===== config.mk =====
export PLATFORM = sky130hd
export DESIGN_NAME = srr_ref_ramp
export DESIGN_NICKNAME = d
export VERILOG_FILES = /design/src/rtl/srr_pkg.sv /design/src/rtl/srr_stepper.sv /design/src/rtl/srr_ref_ramp.sv
export SDC_FILE = /design/constraint.sdc
export NUM_CORES = 2
export LEC_CHECK = 0
export BUFFER_PORTS_ARGS = -buffer_cell sky130_fd_sc_hd__buf_2
export CAP_MARGIN = 10
export CORE_MARGIN = 4
export CORE_UTILIZATION = 25
export DETAILED_ROUTE_END_ITERATION = 10
export PLACE_DENSITY = 0.51
export RECOVER_POWER = 25
export SETUP_SLACK_MARGIN = 0.05
export SLEW_MARGIN = 30
export SYNTH_ARGS = -nofsm -noshare
export SYNTH_HDL_FRONTEND = slang
export SYNTH_SLANG_ARGS = --single-unit

===== constraint.sdc =====
create_clock -name CLK_SYS -period 196.5 [get_ports CLK_SYS]
set_clock_uncertainty 0.15 [all_clocks]
set_input_delay 58.95 -clock CLK_SYS [delete_from_list [all_inputs] [get_ports CLK_SYS]]
set_output_delay 58.95 -clock CLK_SYS [all_outputs]
set_load 0.01 [all_outputs]

===== src/rtl/srr_pkg.sv =====
/*
 Constants, register map and types for the engine speed reference ramp.
 Assumes a 100 MHz system clock and a synchronous active-high reset.
*/
// Contract
// - Raise or lower contact moves reference at its rate within bounds.
// - Raise and lower contacts stay active while the engine is stopped.
// - With idle at stop, a contact after stop overrides idle reference.
// - Maneuver input ramps reference to maneuver setpoint at the up rate.
// - Remote mode ramps toward remote or serial value, even when stopped.
// - Remote target is a straight line between the two end setpoints.
// - Reference steps toward remote target at its rate, never past bounds.
// - Remote input below 2 mA or above 22 mA counts as failed.
// - On remote fault hold last reference, or ramp to lower bound.
// - Raise and lower contacts still adjust while remote input failed.
// - Fault latches after delay; clears on alarm reset once input valid.
// - Clutch ramps follower to master at catch-up rate, then tracks.
// - Load share bias added after limiter only when clutched and enabled.
// - Percent load from rack calibration, else from drive output calib.
// - Auxiliary bias added only when aux enable and external sync set.
// - Monitor reads ramped reference plus load share and aux biases.
// - Both contacts select remote; serial select picks the bus value.
// - Power-up or stopped with idle at stop snaps to idle setpoint.
// - A follower on clutch request ignores own up and down rates and follows the master reference.
package srr_pkg;
    localparam int ADDR_W = 6;
    localparam int DATA_W = 32;
    localparam int REF_W = 16;
    localparam int CLK_HZ = 100000000;
    // Fast loop tick keeps each step small for the speed loop
    localparam int TICK_HZ = 10000;
    localparam int TICK_DIV = CLK_HZ / TICK_HZ;
    // Input current in microamps
    localparam logic [15:0] MA4_UA = 16'h0fa0;
    localparam logic [15:0] MA20_UA = 16'h4e20;
    localparam logic [15:0] MA2_UA = 16'h07d0;
    localparam logic [15:0] MA22_UA = 16'h55f0;
    localparam logic [15:0] MA_SPAN_UA = 16'h3e80;
    // Fault delay in clocks
    localparam logic [15:0] FAULT_DLY_RST = 16'h03e8;
    localparam logic [15:0] FAST_RATE = 16'hffff;
    // Word offsets (byte address = 4 * index)
    localparam logic [ADDR_W-1:0] R_CTRL = 6'h00;
    localparam logic [ADDR_W-1:0] R_LOWER = 6'h01;
    localparam logic [ADDR_W-1:0] R_UPPER = 6'h02;
    localparam logic [ADDR_W-1:0] R_IDLE = 6'h03;
    localparam logic [ADDR_W-1:0] R_UPRATE = 6'h04;
    localparam logic [ADDR_W-1:0] R_DNRATE = 6'h05;
    localparam logic [ADDR_W-1:0] R_MANEUVER = 6'h06;
    localparam logic [ADDR_W-1:0] R_REM_LO = 6'h07;
    localparam logic [ADDR_W-1:0] R_REM_HI = 6'h08;
    localparam logic [ADDR_W-1:0] R_SERIAL = 6'h09;
    localparam logic [ADDR_W-1:0] R_CATCHUP = 6'h0a;
    localparam logic [ADDR_W-1:0] R_FDELAY = 6'h0b;
    localparam logic [ADDR_W-1:0] R_RACK_CAL = 6'h0c;
    localparam logic [ADDR_W-1:0] R_DRIVE_CAL = 6'h0d;
    localparam logic [ADDR_W-1:0] R_STATUS = 6'h0e;
    localparam logic [ADDR_W-1:0] R_REF = 6'h0f;
    localparam logic [ADDR_W-1:0] R_MONITOR = 6'h10;
    localparam logic [ADDR_W-1:0] R_LOAD = 6'h11;
    // Control register bits
    localparam int C_IDLE_STOP = 0;
    localparam int C_HOLD_FLT = 1;
    localparam int C_SERIAL_SEL = 2;
    localparam int C_LS_EN = 3;
    localparam int C_AUX_EN = 4;
    localparam int C_EXT_SYNC = 5;
    localparam int CTRL_W = 6;
    // Reset values
    localparam logic [REF_W-1:0] LOWER_RST = 16'h0190;
    localparam logic [REF_W-1:0] UPPER_RST = 16'h0384;
    localparam logic [REF_W-1:0] IDLE_RST = 16'h012c;
    localparam logic [REF_W-1:0] RATE_RST = 16'h000a;
    localparam logic [REF_W-1:0] CATCH_RST = 16'h0005;
    localparam logic [REF_W-1:0] MAN_RST = 16'h0258;
    typedef enum logic [2:0] {
        SRR_IDLE, SRR_LOCAL, SRR_MANEUVER, SRR_REMOTE, SRR_FAULTED,
        SRR_CATCHUP, SRR_TRACK
    } srr_mode_type;
endpackage : srr_pkg


===== src/rtl/srr_stepper.sv =====
/*
 One ramp step toward a target with separate up and down step sizes.
 Assumes the caller clamps the target to the reference bounds in all modes except idle, catch-up and track.
*/
`timescale 1ns/1ps
module srr_stepper (
    input wire logic [srr_pkg::REF_W-1:0] cur,
    input wire logic [srr_pkg::REF_W-1:0] target,
    input wire logic [srr_pkg::REF_W-1:0] up_step,
    input wire logic [srr_pkg::REF_W-1:0] dn_step,
    output logic [srr_pkg::REF_W-1:0] next_val
);
    import srr_pkg::*;
    logic [REF_W:0] sum;
    always_comb begin
        sum = {1'b0, cur} + {1'b0, up_step};
        if (target > cur) begin
            // Stop exactly at the target so no step overshoots a bound
            next_val = (sum >= {1'b0, target}) ? target : sum[REF_W-1:0];
        end else if (target < cur) begin
            next_val = (cur - target <= dn_step) ? target : cur - dn_step;
        end else begin
            next_val = cur;
        end
    end
endmodule : srr_stepper


===== src/rtl/srr_ref_ramp.sv =====
/*
 Speed reference ramp with Avalon-MM register slave and loop tick divider.
 Assumes contact, current and bias inputs are synchronous to CLK_SYS.
*/
`timescale 1ns/1ps
module srr_ref_ramp (
    input wire logic CLK_SYS,
    input wire logic SRST,
    input wire logic [srr_pkg::ADDR_W-1:0] AVS_ADDRESS,
    input wire logic AVS_READ,
    input wire logic AVS_WRITE,
    input wire logic [srr_pkg::DATA_W-1:0] AVS_WRITEDATA,
    output logic [srr_pkg::DATA_W-1:0] AVS_READDATA,
    output logic AVS_WAITREQUEST,
    input wire logic RAISE,
    input wire logic LOWER,
    input wire logic MANEUVER,
    input wire logic RUNNING,
    input wire logic FOLLOWER,
    input wire logic CLUTCH_REQ,
    input wire logic BOTH_CLUTCHED,
    input wire logic ALARM_RESET,
    input wire logic [15:0] REMOTE_UA,
    input wire logic [srr_pkg::REF_W-1:0] MASTER_REF,
    input wire logic [15:0] RACK_POS,
    input wire logic RACK_FAIL,
    input wire logic [15:0] DRIVE_OUT,
    input wire logic signed [15:0] LS_BIAS,
    input wire logic signed [15:0] AUX_BIAS,
    output logic [srr_pkg::REF_W-1:0] REF_OUT,
    output logic [srr_pkg::REF_W-1:0] BIASED_REF,
    output logic [15:0] PERCENT_LOAD,
    output logic REMOTE_FAULT
);
    import srr_pkg::*;
    logic [CTRL_W-1:0] ctrl, next_ctrl;
    logic [REF_W-1:0] lower_b, upper_b, idle_sp, up_rate, dn_rate;
    logic [REF_W-1:0] maneuver_setpoint, remote_low_end_ref;
    logic [REF_W-1:0] remote_high_end_ref, serial_ref, follower_catchup_rate;
    logic [15:0] fault_delay;
    logic [31:0] rack_cal, drive_cal;
    logic [REF_W-1:0] next_lower_b, next_upper_b, next_idle_sp;
    logic [REF_W-1:0] next_up_rate, next_dn_rate, next_maneuver;
    logic [REF_W-1:0] next_rem_lo, next_rem_hi, next_serial, next_catch;
    logic [15:0] next_fault_delay;
    logic [31:0] next_rack_cal, next_drive_cal;
    logic [DATA_W-1:0] rdata, next_rdata;
    logic rd_done, next_rd_done;
    logic [31:0] tick_cnt, next_tick_cnt;
    logic tick;
    logic [REF_W-1:0] ref_q, next_ref;
    srr_mode_type mode, next_mode;
    logic [15:0] flt_cnt, next_flt_cnt;
    logic flt_latch, next_flt_latch, alarm_q, next_alarm_q;
    logic was_running, next_was_running, override, next_override;
    logic [REF_W-1:0] target, up_step, dn_step, step_out, remote_tgt;
    logic remote_bad, remote_sel;
    logic [31:0] interp;
    logic signed [17:0] biased;
    logic [15:0] pct;
    logic [15:0] cal_lo, cal_hi, load_src;

    // Register bus: one wait state on reads, writes take effect at once
    assign AVS_WAITREQUEST = AVS_READ && !rd_done;
    assign AVS_READDATA = rdata;

    always_comb begin
        next_ctrl = ctrl;
        next_lower_b = lower_b;
        next_upper_b = upper_b;
        next_idle_sp = idle_sp;
        next_up_rate = up_rate;
        next_dn_rate = dn_rate;
        next_maneuver = maneuver_setpoint;
        next_rem_lo = remote_low_end_ref;
        next_rem_hi = remote_high_end_ref;
        next_serial = serial_ref;
        next_catch = follower_catchup_rate;
        next_fault_delay = fault_delay;
        next_rack_cal = rack_cal;
        next_drive_cal = drive_cal;
        next_rd_done = AVS_READ && !rd_done;
        next_rdata = rdata;
        if (AVS_WRITE) begin
            unique case (AVS_ADDRESS)
                R_CTRL: next_ctrl = AVS_WRITEDATA[CTRL_W-1:0];
                R_LOWER: next_lower_b = AVS_WRITEDATA[REF_W-1:0];
                R_UPPER: next_upper_b = AVS_WRITEDATA[REF_W-1:0];
                R_IDLE: next_idle_sp = AVS_WRITEDATA[REF_W-1:0];
                R_UPRATE: next_up_rate = AVS_WRITEDATA[REF_W-1:0];
                R_DNRATE: next_dn_rate = AVS_WRITEDATA[REF_W-1:0];
                R_MANEUVER: next_maneuver = AVS_WRITEDATA[REF_W-1:0];
                R_REM_LO: next_rem_lo = AVS_WRITEDATA[REF_W-1:0];
                R_REM_HI: next_rem_hi = AVS_WRITEDATA[REF_W-1:0];
                R_SERIAL: next_serial = AVS_WRITEDATA[REF_W-1:0];
                R_CATCHUP: next_catch = AVS_WRITEDATA[REF_W-1:0];
                R_FDELAY: next_fault_delay = AVS_WRITEDATA[15:0];
                R_RACK_CAL: next_rack_cal = AVS_WRITEDATA;
                R_DRIVE_CAL: next_drive_cal = AVS_WRITEDATA;
                default: ;
            endcase
        end
        if (AVS_READ && !rd_done) begin
            unique case (AVS_ADDRESS)
                R_CTRL: next_rdata = {26'h0, ctrl};
                R_LOWER: next_rdata = {16'h0, lower_b};
                R_UPPER: next_rdata = {16'h0, upper_b};
                R_IDLE: next_rdata = {16'h0, idle_sp};
                R_UPRATE: next_rdata = {16'h0, up_rate};
                R_DNRATE: next_rdata = {16'h0, dn_rate};
                R_MANEUVER: next_rdata = {16'h0, maneuver_setpoint};
                R_REM_LO: next_rdata = {16'h0, remote_low_end_ref};
                R_REM_HI: next_rdata = {16'h0, remote_high_end_ref};
                R_SERIAL: next_rdata = {16'h0, serial_ref};
                R_CATCHUP: next_rdata = {16'h0, follower_catchup_rate};
                R_FDELAY: next_rdata = {16'h0, fault_delay};
                R_RACK_CAL: next_rdata = rack_cal;
                R_DRIVE_CAL: next_rdata = drive_cal;
                R_STATUS: next_rdata = {27'h0, mode, remote_bad, flt_latch};
                R_REF: next_rdata = {16'h0, ref_q};
                R_MONITOR: next_rdata = {16'h0, BIASED_REF};
                R_LOAD: next_rdata = {16'h0, PERCENT_LOAD};
                default: next_rdata = 32'h0;
            endcase
        end
    end

    always_ff @(posedge CLK_SYS) begin
        if (SRST) begin
            ctrl <= '0;
            lower_b <= LOWER_RST;
            upper_b <= UPPER_RST;
            idle_sp <= IDLE_RST;
            up_rate <= RATE_RST;
            dn_rate <= RATE_RST;
            maneuver_setpoint <= MAN_RST;
            remote_low_end_ref <= LOWER_RST;
            remote_high_end_ref <= UPPER_RST;
            serial_ref <= LOWER_RST;
            follower_catchup_rate <= CATCH_RST;
            fault_delay <= FAULT_DLY_RST;
            rack_cal <= 32'h0;
            drive_cal <= 32'h0;
            rd_done <= 1'b0;
            rdata <= 32'h0;
        end else begin
            ctrl <= next_ctrl;
            lower_b <= next_lower_b;
            upper_b <= next_upper_b;
            idle_sp <= next_idle_sp;
            up_rate <= next_up_rate;
            dn_rate <= next_dn_rate;
            maneuver_setpoint <= next_maneuver;
            remote_low_end_ref <= next_rem_lo;
            remote_high_end_ref <= next_rem_hi;
            serial_ref <= next_serial;
            follower_catchup_rate <= next_catch;
            fault_delay <= next_fault_delay;
            rack_cal <= next_rack_cal;
            drive_cal <= next_drive_cal;
            rd_done <= next_rd_done;
            rdata <= next_rdata;
        end
    end

    // Loop tick divider; rates are speed units per tick
    always_comb begin
        tick = (tick_cnt == 32'(TICK_DIV - 1));
        next_tick_cnt = tick ? 32'h0 : tick_cnt + 32'h1;
    end

    // Remote mapping; the end setpoints must lie inside the bounds
    always_comb begin
        remote_bad = (REMOTE_UA < MA2_UA) || (REMOTE_UA > MA22_UA);
        if (REMOTE_UA <= MA4_UA) begin
            interp = 32'h0;
        end else if (REMOTE_UA >= MA20_UA) begin
            interp = 32'(MA_SPAN_UA);
        end else begin
            interp = 32'(REMOTE_UA - MA4_UA);
        end
        if (remote_high_end_ref >= remote_low_end_ref) begin
            remote_tgt = remote_low_end_ref + REF_W'(
                (32'(remote_high_end_ref - remote_low_end_ref) * interp)
                / 32'(MA_SPAN_UA));
        end else begin
            remote_tgt = remote_low_end_ref - REF_W'(
                (32'(remote_low_end_ref - remote_high_end_ref) * interp)
                / 32'(MA_SPAN_UA));
        end
        if (ctrl[C_SERIAL_SEL]) begin
            remote_tgt = serial_ref;
        end
    end

    // Mode selection and ramp target
    always_comb begin
        remote_sel = RAISE && LOWER && !FOLLOWER;
        next_was_running = RUNNING;
        next_override = override;
        if (was_running && !RUNNING) begin
            next_override = 1'b0;
        end
        if (!RUNNING && (RAISE || LOWER)) begin
            next_override = 1'b1;
        end
        if (FOLLOWER && (CLUTCH_REQ || mode == SRR_TRACK)) begin
            next_mode = (mode == SRR_TRACK || ref_q == MASTER_REF) ?
                SRR_TRACK : SRR_CATCHUP;
        end else if (!RUNNING && ctrl[C_IDLE_STOP] && !override) begin
            next_mode = SRR_IDLE;
        end else if (remote_sel && ctrl[C_SERIAL_SEL]) begin
            next_mode = SRR_REMOTE;
        end else if (remote_sel && (remote_bad || flt_latch)) begin
            next_mode = SRR_FAULTED;
        end else if (remote_sel) begin
            next_mode = SRR_REMOTE;
        end else if (MANEUVER) begin
            next_mode = SRR_MANEUVER;
        end else begin
            next_mode = SRR_LOCAL;
        end
        up_step = up_rate;
        dn_step = dn_rate;
        target = ref_q;
        unique case (mode)
            SRR_IDLE: begin
                target = idle_sp;
                up_step = FAST_RATE;
                dn_step = FAST_RATE;
            end
            SRR_LOCAL: begin
                // contacts act whether or not running
                if (RAISE) target = upper_b;
                else if (LOWER) target = lower_b;
            end
            SRR_MANEUVER: begin
                target = maneuver_setpoint;
                dn_step = up_rate;
            end
            SRR_REMOTE: target = remote_tgt;
            SRR_FAULTED: begin
                target = ctrl[C_HOLD_FLT] ? ref_q : lower_b;
                // a single contact still trims while faulted
            end
            SRR_CATCHUP: begin
                target = MASTER_REF;
                up_step = follower_catchup_rate;
                dn_step = follower_catchup_rate;
            end
            SRR_TRACK: begin
                target = MASTER_REF;
                up_step = FAST_RATE;
                dn_step = FAST_RATE;
            end
        endcase
        if (mode != SRR_IDLE && mode != SRR_CATCHUP && mode != SRR_TRACK) begin
            if (target > upper_b) target = upper_b;
            if (target < lower_b) target = lower_b;
        end
        next_ref = tick ? step_out : ref_q;
        next_alarm_q = ALARM_RESET;
        next_flt_cnt = remote_bad ? ((flt_cnt == 16'hffff) ?
            flt_cnt : flt_cnt + 16'h1) : 16'h0;
        next_flt_latch = flt_latch;
        if (!remote_bad && ALARM_RESET != alarm_q) begin
            next_flt_latch = 1'b0;
        end
        if (remote_bad && flt_cnt >= fault_delay) begin
            next_flt_latch = 1'b1;
        end
    end

    srr_stepper u_step (
        .cur(ref_q),
        .target(target),
        .up_step(up_step),
        .dn_step(dn_step),
        .next_val(step_out)
    );

    always_ff @(posedge CLK_SYS) begin
        if (SRST) begin
            tick_cnt <= 32'h0;
            ref_q <= IDLE_RST;
            mode <= SRR_IDLE;
            flt_cnt <= 16'h0;
            flt_latch <= 1'b0;
            alarm_q <= 1'b0;
            was_running <= 1'b0;
            override <= 1'b0;
        end else begin
            tick_cnt <= next_tick_cnt;
            ref_q <= next_ref;
            mode <= next_mode;
            flt_cnt <= next_flt_cnt;
            flt_latch <= next_flt_latch;
            alarm_q <= next_alarm_q;
            was_running <= next_was_running;
            override <= next_override;
        end
    end

    // Biases sit after the limiter so load sharing is never rate limited
    always_comb begin
        biased = 18'(signed'({2'b00, ref_q}));
        if (BOTH_CLUTCHED && ctrl[C_LS_EN]) begin
            biased = biased + 18'(LS_BIAS);
        end
        if (ctrl[C_AUX_EN] && ctrl[C_EXT_SYNC]) begin
            biased = biased + 18'(AUX_BIAS);
        end
        // low half is no-load point, high half full-load point
        cal_lo = RACK_FAIL ? drive_cal[15:0] : rack_cal[15:0];
        cal_hi = RACK_FAIL ? drive_cal[31:16] : rack_cal[31:16];
        load_src = RACK_FAIL ? DRIVE_OUT : RACK_POS;
        if (cal_hi <= cal_lo || load_src <= cal_lo) begin
            pct = 16'h0;
        end else begin
            pct = 16'((32'(load_src - cal_lo) * 32'd100) /
                32'(cal_hi - cal_lo));
        end
    end

    always_ff @(posedge CLK_SYS) begin
        if (SRST) begin
            BIASED_REF <= '0;
            PERCENT_LOAD <= 16'h0;
        end else begin
            BIASED_REF <= biased[17] ? '0 : biased[REF_W-1:0];
            PERCENT_LOAD <= pct;
        end
    end

    assign REF_OUT = ref_q;
    assign REMOTE_FAULT = flt_latch;

    fault_latch_a: assert property (@(posedge CLK_SYS) disable iff (SRST)
        remote_bad && flt_cnt >= fault_delay |=> flt_latch)
        else $error("remote fault not latched");
    tick_hold_a: assert property (@(posedge CLK_SYS) disable iff (SRST)
        !tick |=> $stable(ref_q))
        else $error("reference moved between ticks");
    bound_keep_a: assert property (@(posedge CLK_SYS) disable iff (SRST)
        tick && mode == SRR_LOCAL && ref_q <= upper_b && ref_q >= lower_b
        |=> ref_q <= upper_b && ref_q >= lower_b)
        else $error("reference left bounds");
    idle_snap_a: assert property (@(posedge CLK_SYS) disable iff (SRST)
        tick && mode == SRR_IDLE |=> ref_q == idle_sp)
        else $error("idle not reached in one tick");
    fail_det_a: assert property (@(posedge CLK_SYS) disable iff (SRST)
        REMOTE_UA < MA2_UA |=> flt_cnt != 16'h0)
        else $error("under range not detected");
    track_fast_a: assert property (@(posedge CLK_SYS) disable iff (SRST)
        tick && mode == SRR_TRACK && $stable(MASTER_REF)
        |=> ref_q == MASTER_REF)
        else $error("follower not tracking");
endmodule : srr_ref_ramp


Yosys cells after proc, flatten, opt, wreduce, memory -nomap -nowiden
Index checks and enable logic that the tools add are counted.

cells by class
  $add $sub $neg = 14
  equal/unequal tests = 29
  mux-type cells = 35
  multiply operators = 3
  reduce and logical (&&, ||, !) cells = 54
  bitwise logic cells = 1
  div/mod/pow operators = 3
  $lt $le $gt $ge = 14

operator list
  cell                      number
  $pmux W32 S18             1
  $mux W16                  16
  $pmux W16 S6              1
  $sub A16 B16 Y17          4
  $div A32 B14 Y32 const B  2
  $mul A17 B32 Y32          2
  $mux W32                  2
  $eq A6 B4 Y1 const B      8
  $le A16 B16 Y1            3
  $pmux W16 S3              1
  $sub A16 B16 Y16          3
  $mux W18                  2
  $add A32 B1 Y32 const B   1
  $div A32 B32 Y32          1
  $eq A32 B14 Y1 const B    1
  $ge A16 B16 Y1            2
  $gt A16 B16 Y1            2
  $lt A16 B16 Y1            2
  $mul A32 B5 Y30 const B   1
  $pmux W16 S2              1
  $reduce_and A2 Y1         15
  $eq A6 B3 Y1 const B      4
  $add A17 B16 Y18          1
  $add A18 B16 Y18          1
  other kinds (31)          76

word-level totals
  output and inout bits = 82
  register bits after elaboration = 382
  bits of input ports = 147
  logic and storage cells = 179

Depth between registers and ports, before layout
  word-level depth = 20
  mapped depth = 685
  depth with buffers taken out = 653

Hierarchy
Synthesis repeated with hierarchy kept, for this count alone.

unflattened totals
  cell total of the unflattened synthesis = 11074
  area, all modules = 84775.1 um^2

by module, submodules not included
  module        times used  cells an instance  area each (um^2)
  srr_ref_ramp  1           10581              81199.1
  srr_stepper   1           493                3575.9

Worst setup path before layout
OpenSTA, ideal clock, no wires.

  kind = input to register
  start = input RACK_FAIL
  end = register PERCENT_LOAD[0]
  path slack = 20129 ps
  arrival time = 176104 ps
  stages on the path = 667
  path through = clkbuf_1 -> clkbuf_1 -> mux2i_1 -> ha_1 -> nor2b_1 -> o21ai_0 -> nand2b_1 -> a21o_1 -> a21o_1 -> a21o_1 -> a21o_1 -> nand2_1 -> nand2_1 -> a21o_1 -> a21o_1 -> a21oi_1 -> nor2b_1 -> o21a_1 -> [631 not listed] -> nor2b_1 -> o21ai_0 -> nand2b_1 -> a21oi_1 -> nor3_1 -> a211oi_1 -> o31ai_1 -> a21o_1 -> a21oi_1 -> nor2b_1 -> o21ai_0 -> nand2b_1 -> a21oi_1 -> nor2b_1 -> o21ai_0 -> nand2b_1 -> a21oi_1 -> nor2_1

on the way
  cells in the longest elaborated chain, start to end = 4

ends and longest elaborated chain
  item                                                   line                                                           source
  start, declared                                        srr_ref_ramp.sv:26                                             input wire logic RACK_FAIL,
  $mux W16 (on tied branches)                            srr_ref_ramp.sv:316, srr_ref_ramp.sv:314, srr_ref_ramp.sv:315
  $sub A16 B16 Y17 or $le A16 B16 Y1 (tied branches)     srr_ref_ramp.sv:320, srr_ref_ramp.sv:317
  $mul A32 B5 Y30 or $logic_or A1 B1 Y1 (tied branches)  srr_ref_ramp.sv:320, srr_ref_ramp.sv:317
  $div A32 B32 Y32 or $reduce_or A2 Y1 (tied branches)   n/a
  end signal, assigned                                   srr_ref_ramp.sv:331                                            PERCENT_LOAD <= pct;
  end, declared                                          srr_ref_ramp.sv:32                                             output logic [15:0] PERCENT_LOAD,

Several ways; a longest one is shown, not always the timed one.
A chain may end at the register's enable or synchronous reset.

Worst setup path in the final report
Ends and elaborated chain as after synthesis.

==> summary.md <==
| Metric | Value |
|---|---|
| Status | `complete, but fails checks` |
| Failing checks | `capacitance limit, slew limit` |
| Worst setup margin | `14.38 ns` |
| Detailed Place HPWL | `248400 um` |
| Congestion Overflow GR | `0` |
| Uppermost layer routed | `met5` |
| Setup TNS | `0 ns` |
| Pre-antenna DRT Iters | `7` |
| Top cells by area, synth | `ha_1 15%, fa_1 14%, dfxtp_1 9.2%, nand2_1 6.0%, a21oi_1 5.0%` |
| Routed WL per cell | `20.44 um` |
| Mapped Area | `83000 sq um` |
| Vias in the first global route | `74480` |
| Reg2reg start | `rack_cal[0]` |
| CP endpoint | `PERCENT_LOAD[0]` |
| First-pass GRT wire length | `470000 um` |
| Clk Latency, worst-skew pair | `0.67 ns` |
| Synth unique cells | `172` |
| Post-layout minimum cycle time | `182.12 ns` |
| Synth warn | `0` |
| CTS tree | `done` |
| Slowest CP cell | `a311o_2` |
| Unrepaired setup endpoints after global routing | `no` |
| Critical Path Stages | `647` |
| WP buf/inv | `30` |
| Share of cells above drive strength 1 | `9.284%` |
| Wirelength, routed | `310900 um` |
| Flop2flop setup slack | `73.19 ns` |
| Max_slew headroom | `-461.2%` |
| Worst setup EP type | `flop` |
| Hold Path Class | `flop to flop` |
| Chip Height | `584.2 um` |
| Endpoints failing setup | `0` |
| Die W | `584.2 um` |
| Cell taking the most area after synthesis | `ha_1` |
| Critical path startpoint category | `input pin` |
| Register area share after synthesis | `9.214%` |
| Antenna violations before repair | `37` |
| IO Pins | `229` |
| RePlAce Congestion | `0.9304` |
| Detailed Route Iter0 Violations | `6610` |
| Most used cell along the critical path | `o21a_1` |
| Total CTS buffers | `46` |
| PostCTS Resize Cnt | `0` |
| H-tree depth | `2` |
| ANT nets after route | `0` |
| Met1 wire length | `145400 um` |
| Setup Buffers After CTS | `0` |
| Number of synthesized flops with an enable pin | `0` |
| GR Util All Layers | `17.60%` |
| Area grow syn2layout | `9.463%` |
| Final net count | `12520` |
| Slowest stage delay, CP | `0.68 ns` |
| Hold Vio Cnt, Final | `0` |
| Cells on worst reg2reg path | `646` |
| CP arrival | `182.44 ns` |
| Maxcap violations | `4` |
| Metal3 WL | `18770 um` |
| Post-synth top area share | `15.00%` |
| Maximum clock frequency | `5.491 MHz` |
| Root Buffer | `clkbuf_16` |
| Hold-fix buffers, CTS | `0` |
| DP Worst Slack | `14.57 ns` |
| Clock-pin slew on the worst setup and hold paths | `0.06 ns` |
| Critical path class | `input pin to flop` |
| Starting Density | `25.11%` |
| Worst Path Max Fanout | `57` |
| Maximum clock path buffer count | `3` |
| Largest net degree at the start of global routing | `156` |
| # rows | `211` |
| CP top delay family | `compound AO/OA/AOI/OAI gates` |
| Clock sinks | `382` |
| Worst Path Required | `196.82 ns` |
| FILL cells | `36200` |
| Slew Viols, Final | `284` |
| Slew @ Worst Pin | `8.419 ns` |
| Worst R2R End | `PERCENT_LOAD[0]` |
| Routed wl met2 | `135600 um` |
| Seq cells post-synth | `382` |
| Mean Syn Cell Area | `7.708 sq um` |
| Synth async-reset ratio | `0%` |
| DIE AREA | `341300 sq um` |
| Most common cell in the netlist | `nand2_1` |
| DRC | `0` |
| Mapped Cells | `10770` |
| Top post-synthesis cells by count | `1322 x nand2_1, 995 x ha_1, 943 x inv_1, 852 x nor2_1, 824 x a21oi_1` |
| Worst Setup SP | `RACK_FAIL` |
| Vias per cell | `5.165` |
| Post-layout util | `27.49%` |
| Main synth FF type | `dfxtp_1` |
| Port buffer count | `228` |
| Tcrit/Tclk final | `92.68%` |
| Via count | `78550` |
| Hold Path Stages | `1` |
| Core area | `330500 sq um` |
[kinds of logic (layout without fill, tap and decap cells)]
group	Yosys count	in the layout	synth area share [%]
AO/OA/AOI/OAI	2905	2905	24.09
other	2	50	0.009049
adder cells (fa/ha/maj)	1597	1597	29.38
buffers and inverters	1389	1417	6.710
flip-flops	382	382	9.214
multiplexers	368	368	4.874
XOR/XNOR	535	535	5.691
AND/OR/NAND/NOR	3589	3589	20.04
[routing by layer]
layer	vias up	GRT usage, %
met2	2309	27.67
met3	449	1.853
met4	14	5.426
li1	38040	-
met5	-	0
met1	37740	25.18
[layout by cell type, fill, tap and decap left out, types with 73 or more instances in the layout]
| master | netlist | final |
|---|---|---|
| clkbuf_1 | 358 | 73 |
| ha_1 | 995 | 994 |
| o21a_1 | 425 | 425 |
| o211ai_1 | 80 | 80 |
| nor2b_1 | 123 | 123 |
| o21bai_1 | 78 | 78 |
| nand2b_1 | 109 | 105 |
| buf_2 | 17 | 166 |
| a21oi_1 | 824 | 817 |
| nand3_1 | 148 | 148 |
| nand2_1 | 1322 | 1320 |
| xor2_1 | 175 | 174 |
| buf_4 | 4 | 153 |
| mux2i_1 | 121 | 120 |
| and2_1 | 85 | 82 |
| fa_1 | 590 | 589 |
| nand4_1 | 135 | 135 |
| inv_1 | 943 | 943 |
| xnor2_1 | 355 | 344 |
| a22oi_1 | 82 | 82 |
| o21ai_0 | 412 | 409 |
| nor3_1 | 460 | 457 |
| o31ai_1 | 151 | 148 |
| nor2_1 | 852 | 842 |
| mux2_2 | 235 | 235 |
| a21o_1 | 177 | 177 |
| dfxtp_1 | 382 | 380 |
[worst min path at each step]
stage,from,to,slack [ns]
after detailed placement,tick_cnt[0],tick_cnt[0],0.31
after CTS,drive_cal[21],drive_cal[21],0.32
after global routing,fault_delay[2],fault_delay[2],0.34
after floorplan,tick_cnt[0],tick_cnt[0],0.28
final,tick_cnt[0],tick_cnt[0],0.32
after global placement,tick_cnt[0],tick_cnt[0],0.30
[stage by stage]
stage	hold slack [ns]	cells	cell area, sq um
3_3_place_gp	0.2984	15110	89220
3_5_place_dp	0.3064	15110	89260
5_1_grt	0.3351	15200	90840
4_1_cts	0.3205	15190	90890
2_1_floorplan	0.2762	10800	83110
6_report	0.3152	15210	90850
[sequential cells by signal (all words and copies together), names as in the netlist, 32 cells and up]
| register | flops |
|---|---|
| AVS_READDATA | 32 |
| drive_cal | 32 |
| rack_cal | 32 |
| tick_cnt | 32 |
[cell type report]
type                            count  area, sq um  share of cell area, %
Antenna cell                       18        45.04                0.04958
Clock buffer                       61         1308                  1.439
Clock inverter                     22        319.1                 0.3512
Inverter                          947         3555                  3.913
Multi-Input combinational cell   9026        70280                  77.35
Sequential cell                   382         7650                  8.420
Tap cell                         4366         5463                  6.013
Timing Repair Buffer              387         2235                  2.460
Power is not shown: default switching activity piles up to over one toggle a cycle in this logic, so the estimate is an artifact.
